File: config.mk
export PLATFORM = sky130hd
export DESIGN_NAME = frps_host
export DESIGN_NICKNAME = d
export VERILOG_FILES = /design/src/frps_pkg.sv /design/src/frps_pulse.sv /design/src/frps_host.sv
export SDC_FILE = /design/constraint.sdc
export NUM_CORES = 1
export LEC_CHECK = 0
export BUFFER_PORTS_ARGS = -buffer_cell sky130_fd_sc_hd__buf_2
export CORE_MARGIN = 3
export CORE_UTILIZATION = 55
export DETAILED_ROUTE_END_ITERATION = 8
export PLACE_DENSITY = 0.81
export SLEW_MARGIN = 20
export SYNTH_ARGS = -nofsm -noshare
export SYNTH_HDL_FRONTEND = slang
export SYNTH_SLANG_ARGS = --single-unit
File: constraint.sdc
create_clock -name ref_clk -period 2.5 [get_ports ref_clk]
set_clock_uncertainty 0.05 [all_clocks]
set_input_delay 0.125 -clock ref_clk [delete_from_list [all_inputs] [get_ports ref_clk]]
set_output_delay 0.125 -clock ref_clk [all_outputs]
set_load 0.05 [all_outputs]
File: src/frps_pkg.sv
package frps_pkg;
  // ----------------------------------------
  // Timing figures, burst limit, status bit positions and counter width
  // ----------------------------------------
  localparam int CLK_PERIOD_NS = 40;
  localparam int RESET_PULSE_NS = 500;
  localparam int RESET_ACTIVE_MAX_NS = 20000;
  localparam int RESET_IDLE_MAX_NS = 500;
  localparam int RESET_TO_STANDBY_US = 20;
  localparam int RESET_RELEASE_TO_READ_NS = 50;
  localparam int STATUS_VALID_US = 4;
  localparam int ACCESS_NS = 90;
  localparam int READ_PULSE_CYC = (ACCESS_NS + CLK_PERIOD_NS - 1) / CLK_PERIOD_NS;
  localparam int RECOVER_CYC = (RESET_RELEASE_TO_READ_NS + CLK_PERIOD_NS - 1) / CLK_PERIOD_NS;
  localparam int RESET_LOW_CYC = (RESET_ACTIVE_MAX_NS + CLK_PERIOD_NS - 1) / CLK_PERIOD_NS;
  localparam int STATUS_VALID_CYC = (STATUS_VALID_US * 1000 + CLK_PERIOD_NS - 1) / CLK_PERIOD_NS;
  localparam int MAX_BURST = 16;
  localparam int BUSY_BIT = 6;
  localparam int SUSP_BIT = 2;
  localparam int CNT_W = 16;
endpackage

File: src/frps_pulse.sv
`timescale 1ns/1ns
module frps_pulse #(
  parameter int W = 16
) (
  input wire logic ref_clk, // Clock
  input wire logic arst_n, // Async reset
  input wire logic ce, // Clock enable
  input wire logic load, // Start count
  input wire logic [W-1:0] value, // Cycles to count
  output logic done // High when idle
);
  logic [W-1:0] cnt;
  logic [W-1:0] next_cnt;
  always_comb begin
    next_cnt = cnt;
    if (load) begin
      next_cnt = value;
    end else if (cnt != '0) begin
      next_cnt = cnt - W'(1);
    end
  end
  always_ff @(posedge ref_clk or negedge arst_n) begin
    if (!arst_n) begin
      cnt <= '0;
    end else if (ce) begin
      cnt <= next_cnt;
    end
  end
  assign done = (cnt == '0);
endmodule

File: src/frps_host.sv
`timescale 1ns/1ns
// Functional notes
// - Host waits 50 ns after reset release before reading.
// - Buffered program takes 1 to 16 words; host never loads more.
// - Status valid 4 us after program command; host waits.
// - Suspend before status-valid delay means full wait again on resume.
// - Toggle bits advance per read; host pulses output enable.
// - During erase host polls inside the erased sector.
module frps_host #(
  parameter int AW = 22,
  parameter int DW = 16,
  parameter int RESET_LOW_CYCLES = frps_pkg::RESET_LOW_CYC
) (
  input wire logic ref_clk, // Clock
  input wire logic arst_n, // Async reset, active low
  input wire logic ce, // Clock enable
  input wire logic reset_req, // Pulse flash reset pin
  input wire logic poll_req, // Start status polling
  input wire logic [AW-1:0] poll_addr, // Sector address to poll
  input wire logic [4:0] burst_len, // Words to be programmed
  input wire logic suspended, // Program suspended
  output logic busy, // Sequence running
  output logic op_done, // Pulse: operation finished
  output logic burst_err, // Pulse: burst over limit
  output logic flash_reset_n, // Flash reset pin
  output logic flash_ce_n, // Flash chip enable
  output logic flash_oe_n, // Flash output enable
  output logic flash_we_n, // Flash write enable
  output logic [AW-1:0] flash_addr, // Flash address
  input wire logic [DW-1:0] flash_dq // Flash data in
);
  // ----------------------------------------
  // Data input synchroniser
  // ----------------------------------------
  logic [DW-1:0] dq_s1, dq_s2, dq_s3;
  always_ff @(posedge ref_clk or negedge arst_n) begin
    if (!arst_n) begin
      dq_s1 <= '0;
      dq_s2 <= '0;
      dq_s3 <= '0;
    end else if (ce) begin
      dq_s1 <= flash_dq;
      dq_s2 <= dq_s1;
      dq_s3 <= dq_s2;
    end
  end
  // ----------------------------------------
  // Sequencer
  // ----------------------------------------
  typedef enum logic [2:0] {
    ST_IDLE, ST_RST_LOW, ST_RECOVER, ST_WAIT_VALID, ST_READ, ST_GAP, ST_DONE
  } frps_state_type;
  frps_state_type state, next_state;
  logic [AW-1:0] addr, next_addr;
  logic have_prev, next_have_prev;
  logic prev_busy, next_prev_busy;
  logic valid_seen, next_valid_seen;
  logic tload;
  logic [frps_pkg::CNT_W-1:0] tval;
  logic tdone;
  logic read_stable;
  frps_pulse #(.W(frps_pkg::CNT_W)) u_timer (
    .ref_clk(ref_clk),
    .arst_n(arst_n),
    .ce(ce),
    .load(tload),
    .value(tval),
    .done(tdone)
  );
  assign read_stable = (dq_s2 == dq_s3);
  always_comb begin
    next_state = state;
    next_addr = addr;
    next_have_prev = have_prev;
    next_prev_busy = prev_busy;
    next_valid_seen = valid_seen;
    tload = 1'b0;
    tval = '0;
    case (state)
      ST_IDLE: begin
        if (reset_req) begin
          tload = 1'b1;
          tval = frps_pkg::CNT_W'(RESET_LOW_CYCLES);
          next_state = ST_RST_LOW;
        end else if (poll_req && burst_len <= 5'(frps_pkg::MAX_BURST)) begin
          next_addr = poll_addr;
          next_have_prev = 1'b0;
          if (!valid_seen) begin
            tload = 1'b1;
            tval = frps_pkg::CNT_W'(frps_pkg::STATUS_VALID_CYC);
          end
          next_state = ST_WAIT_VALID;
        end
      end
      ST_RST_LOW: begin
        if (tdone) begin
          tload = 1'b1;
          tval = frps_pkg::CNT_W'(frps_pkg::RECOVER_CYC);
          next_state = ST_RECOVER;
        end
      end
      ST_RECOVER: begin
        if (tdone) begin
          next_valid_seen = 1'b0;
          next_state = ST_IDLE;
        end
      end
      ST_WAIT_VALID: begin
        if (suspended) begin
          // Restart the full status wait on resume
          tload = 1'b1;
          tval = frps_pkg::CNT_W'(frps_pkg::STATUS_VALID_CYC);
        end else if (tdone) begin
          next_valid_seen = 1'b1;
          tload = 1'b1;
          tval = frps_pkg::CNT_W'(frps_pkg::READ_PULSE_CYC + 2);
          next_state = ST_READ;
        end
      end
      ST_READ: begin
        // Sample only once the last two sync stages agree
        if (tdone && read_stable) begin
          next_state = ST_GAP;
          if (have_prev && prev_busy == dq_s3[frps_pkg::BUSY_BIT]) begin
            next_state = ST_DONE;
          end
          next_prev_busy = dq_s3[frps_pkg::BUSY_BIT];
          next_have_prev = 1'b1;
        end
      end
      ST_GAP: begin
        tload = 1'b1;
        tval = frps_pkg::CNT_W'(frps_pkg::READ_PULSE_CYC + 2);
        next_state = ST_READ;
      end
      ST_DONE: begin
        next_valid_seen = 1'b0;
        next_state = ST_IDLE;
      end
      default: next_state = ST_IDLE;
    endcase
    if (suspended && state == ST_WAIT_VALID) begin
      next_valid_seen = 1'b0;
    end
  end
  always_ff @(posedge ref_clk or negedge arst_n) begin
    if (!arst_n) begin
      state <= ST_IDLE;
      addr <= '0;
      have_prev <= 1'b0;
      prev_busy <= 1'b0;
      valid_seen <= 1'b0;
    end else if (ce) begin
      state <= next_state;
      addr <= next_addr;
      have_prev <= next_have_prev;
      prev_busy <= next_prev_busy;
      valid_seen <= next_valid_seen;
    end
  end
  // ----------------------------------------
  // Pin drive
  // ----------------------------------------
  assign flash_reset_n = (state != ST_RST_LOW);
  assign flash_ce_n = (state != ST_READ);
  assign flash_oe_n = (state != ST_READ);
  assign flash_we_n = 1'b1;
  assign flash_addr = addr;
  assign busy = (state != ST_IDLE);
  assign op_done = (state == ST_DONE);
  assign burst_err = (state == ST_IDLE) && poll_req && !reset_req
    && (burst_len > 5'(frps_pkg::MAX_BURST));
  // ----------------------------------------
  // Checks
  // ----------------------------------------
  // Counts cycles of the reset pulse
  logic [frps_pkg::CNT_W-1:0] low_cnt, next_low_cnt;
  always_comb begin
    next_low_cnt = '0;
    if (!flash_reset_n) begin
      next_low_cnt = low_cnt + frps_pkg::CNT_W'(1);
    end
  end
  always_ff @(posedge ref_clk or negedge arst_n) begin
    if (!arst_n) begin
      low_cnt <= '0;
    end else if (ce) begin
      low_cnt <= next_low_cnt;
    end
  end
endmodule

Word-level counts from Yosys, hierarchy flattened:

Index checks and enable logic that the tools add are counted.

* reduce and logical (&&, ||, !) cells: 21
* magnitude comparators: 2
* eq/ne operators: 21
* $add $sub $neg: 1
* bitwise logic cells: 1
* muxes and demuxes: 33

Operators by type and width (number)
* one-hot mux 9 bit (4 select lines): 1
* two-way mux 16 bit: 2
* two-way mux 3 bit: 8
* two-way mux 7 bit: 3
* one-hot mux 3 bit (6 select lines): 1
* == test 16 bit: 1
* zero test 16 bit: 1
* nonzero test 16 bit: 1
* subtractor 16 x 1 -> 16 bit, second input constant: 1
* != test 2 bit, second input constant: 7
* two-way mux 1 bit: 12
* AND reduction 5 bit: 2
* == test 3 bit, second input constant: 3
* two-way mux 9 bit: 1
* != test 3 bit, second input constant: 3
* logical AND 1 bit: 7
* AND reduction 7 bit: 1
* == test 3 x 2 -> 1 bit, second input constant: 2
* != test 3 x 2 -> 1 bit, second input constant: 2
* > comparator 5 bit, second input constant: 1
* <= comparator 5 bit, second input constant: 1
* two-way mux 2 bit: 2
* one-hot mux 1 bit (4 select lines): 1
* AND reduction 4 bit: 1
* 13 further kinds: 14

* output and inout port bits: 29
* input port bits: 49
* word-level logic and storage cells: 88
* bits in registers: 92

Longest topological paths before layout:

* depth after elaboration: 7
* gate-level depth with buffers: 9
* mapped depth without buffers: 8

Cells and area by module:

A second synthesis with hierarchy kept.

* cells, all modules: 370
* area, all modules: 4534.3 sq um

Modules (own cells, without submodules)
* frps_host: times used 1, area an instance 3425.8 sq um, seq. area each 1901.8 sq um, cells each 246
* frps_pulse: times used 1, area an instance 1108.6 sq um, seq. area each 400.4 sq um, cells each 124

Worst setup path before layout:

Ideal clock, no wire load.

* path kind: reg-to-output
* from: register state[2]
* to: output port burst_err
* arrival time: 2.600 ns
* cell stages (with the launch flop): 4
* slack: -0.275 ns
* path through: dfrtp_1 -> nor3_1 -> inv_1 -> nor4_1

* word-level cells in the longest chain between the ends: 4

RTL lines
* start, declared: line frps_host.sv:53 `frps_state_type state, next_state;`
* start signal, assigned: line frps_host.sv:154 `state <= next_state;`
* zero test 3 bit: line frps_host.sv:171 `assign burst_err = (state == ST_IDLE) && poll_req && !reset_req`
* logical AND 1 bit (2 in a row): line frps_host.sv:171
* logical AND 1 bit: line frps_host.sv:172 `&& (burst_len > 5'(frps_pkg::MAX_BURST));`
* end, declared: line frps_host.sv:24 `output logic burst_err,`

Every way passes these cells.

Worst setup path after layout:

* from: register u_timer.cnt[12]
* to: register u_timer.cnt[0]

* word-level cells in the longest chain between the ends: 6
* elaborated cells between the ends (all ways): 11
* those cells by class: mux: 7; reduce/logical: 4

RTL lines
* start, declared: line frps_pulse.sv:12 `logic [W-1:0] cnt;`
* start signal, assigned: line frps_pulse.sv:26 `cnt <= next_cnt;`
* zero test 16 bit: line frps_pulse.sv:29 `assign done = (cnt == '0);`
* two-way mux 1 bit: line frps_host.sv:96, frps_host.sv:113
* two-way mux 1 bit: line frps_host.sv:109 `if (suspended) begin`
* one-hot mux 1 bit (4 select lines): line frps_host.sv:79 `case (state)`
* nonzero test 2 bit (no source line)
* AND reduction 2 bit (no source line)

Several ways; a longest one is shown, not always the timed one.
A chain may end at the register's enable or synchronous reset.

==> run metrics <==
Routed WL 10.0 mm; peak supply drop 0.504 mV; share of cells above drive strength 1 39.5%; Via Count 3324; Initial Util 57.7%; vias in the first global route 3295; clock transition at the registers of the reported paths 0.10 ns; Final Util 73.9%; num rows 31; Worst Path Required 2.73 ns; Max Cap Viol 0; Clock Sinks 92; Tmin final 2.29 ns; Initial DRT Pass Iterations 4; fin crit share 91.4%; Unique masters post-synth 48; die width 94.1 microns; Fmax 438 MHz; DPL Wire Length 6.51 mm; Slew Viols, Final 0; Synth Cell Area 0.00427 sq mm; synthesized netlist cell count 353; initial DRC count 175; P_leak 2.48 nW; ranking of synthesized cells by area dfrtp_1 54%, mux2_2 19%, xor2_1 3.3%; Crit Path Max Fanout 6; Layout area overhead 28.2%; gp weighted congestion 0.880; I/O Buffers 76; commonest non-fill, non-tap cell in the layout dfrtp_1; Critical Path Max Stage Delay 0.45 ns; ant diodes 0; Mean Syn Cell Area 12.1 sq um; run status finished clean; grt total ovfl 0; Final setup viols 0; R2R depth 5; Setup CP Type register to register; core area 0.00741 sq mm; most frequent cells in the layout 92 x dfrtp_1, 75 x buf_2, 71 x mux2_2; H-tree levels 3; Pwr Density 1010 mW/mm^2; Total GRT Usage 23.1%; Die Ht 94.1 microns; worst slew pin tran 0.652 ns; TritonCTS buffer count 9; clock root cell clkbuf_8; hold path depth 4; share of the yosys chip area belonging to registers 53.9%; syn_nets 404; area leader, netlist dfrtp_1; final hold vios 0; Die Area 0.00886 sq mm; Slew HR 56.5%; TritonCTS clock tree done; WL/cell 17.1 microns; Longest Clk Path Bufs 2; global-route wire length before repair 16.0 mm; DRT antenna net count 0; largest net degree at the start of global routing 51; Vias per Instance 5.68; clk_lat worst skew 0.35 ns; startpoint types register; Synth warnings 0; Hold Path Class input port to register; critical path arrival 2.51 ns; Top-Level Pins 78; Final nets 532; DRC 0; post-synthesis register bit count 92; antenna violations before repair 0; Crit. End Element register; Crit-path slowest cell dfrtp_1; ordered cell list for the critical path nor3_1 > nand4_2 > or2_2 > o31ai_1 > a2bb2oi_1; setup TNS 0 ns; post-synth top area share 53.9%
worst max-delay path, delay by kind of cell (launching register included):
| family | cells | cell delay [ns] |
|---|---|---|
| AND/OR/NAND/NOR | 3 | 1.12 |
| flip-flops | 1 | 0.45 |
| AO/OA/AOI/OAI | 2 | 0.57 |
layer usage:
metal	track usage, %	part of all wire [%]	vias up
li1	-	-	1544
met1	30.4	42	1654
met2	38.4	52	111
met3	3.85	4.4	15
met4	8.66	1.9	0
met5	0	0	-
power by group:
group	switching, mW	total [mW]	internal [mW]	leakage (nW)
registers	0.297	2.18	1.88	1.11
logic	1.40	2.20	0.792	1.25
clock network	0.562	1.14	0.574	0.107
registers in the layout, indices dropped and copies added, names as in the netlist:
name         count
flash_addr      22
dq_s1           16
dq_s2           16
dq_s3           16
u_timer.cnt     16
state            3
have_prev        1
prev_busy        1
valid_seen       1
final cells by class:
type / instances / area [sq um]
Clock buffer: 10 / 128
Clock inverter: 6 / 93.8
Fill cell: 479 / 1930
Inverter: 7 / 26.3
Multi-Input combinational cell: 236 / 1860
Sequential cell: 92 / 2300
Tap cell: 99 / 124
Timing Repair Buffer: 135 / 938
Yosys cell counts, drive strengths merged:
cell and instances:
or3 3, nand4b 1, nor2 21, o2bb2ai 2
o2bb2a 1, and3b 2, mux2 71, a221o 2
o22ai 2, nor2b 4, nor4b 1, nor3 13
nand2b 5, conb 1, inv 7, xor2 16
nand4 6, o41ai 6, or2 2, a211oi 3
a2bb2oi 2, o32a 1, nand2 16, a31oi 3
a31o 1, nor4 13, o21ai 17, xnor2 1
a21oi 5, nor3b 2, a22o 1, o31a 1
dfrtp 92, a221oi 1, ha 2, buf 9
clkbuf 9, a21bo 1, nand3 3, o31ai 4
stage by stage:
| stage | total power, mW | std cells | setup slack [ns] | hold WS [ns] | area (sq um) |
|---|---|---|---|---|---|
| 2_1_floorplan | 3.73 | 353 | 0.281 | -0.221 | 4280 |
| 3_3_place_gp | 4.20 | 526 | 0.192 | 0.138 | 4820 |
| 3_5_place_dp | 4.29 | 526 | 0.0651 | 0.154 | 4820 |
| 4_1_cts | 5.46 | 582 | 0.0260 | 0.191 | 5440 |
| 5_1_grt | 5.77 | 585 | -0.00831 | 0.250 | 5480 |
| 6_report | 5.51 | 585 | 0.214 | 0.205 | 5480 |
final timing paths:
kind / start / to / slack [ns]
setup / recovery: u_timer.cnt[12] / u_timer.cnt[0] / 0.21
hold / removal: reset_req / have_prev / 0.20
setup reg to reg: u_timer.cnt[12] / u_timer.cnt[0] / 0.21
hold reg to reg: flash_addr[5] / flash_addr[5] / 0.46
max in group asynchronous: arst_n / dq_s2[2] / 1.46
min in group asynchronous: arst_n / u_timer.cnt[8] / 0.29
kinds of logic after synthesis:
kind of cell	count (synthesis)	synth area share (%)
AND/OR/NAND/NOR	92	11.7
multiplexers	71	18.7
adder cells (fa/ha/maj)	2	0.586
AO/OA/AOI/OAI	53	8.58
buffers and inverters	25	2.90
flip-flops	92	53.9
XOR/XNOR	17	3.49
other	1	0.0878
repair_timing:
action                     CTS  global route
gates resized for setup      0             3
setup endpoints to repair    0            15
setup buffers                0             3
hold endpoints to repair    88             0
hold buffers                40             0
Power figures use the tool's default switching activity.
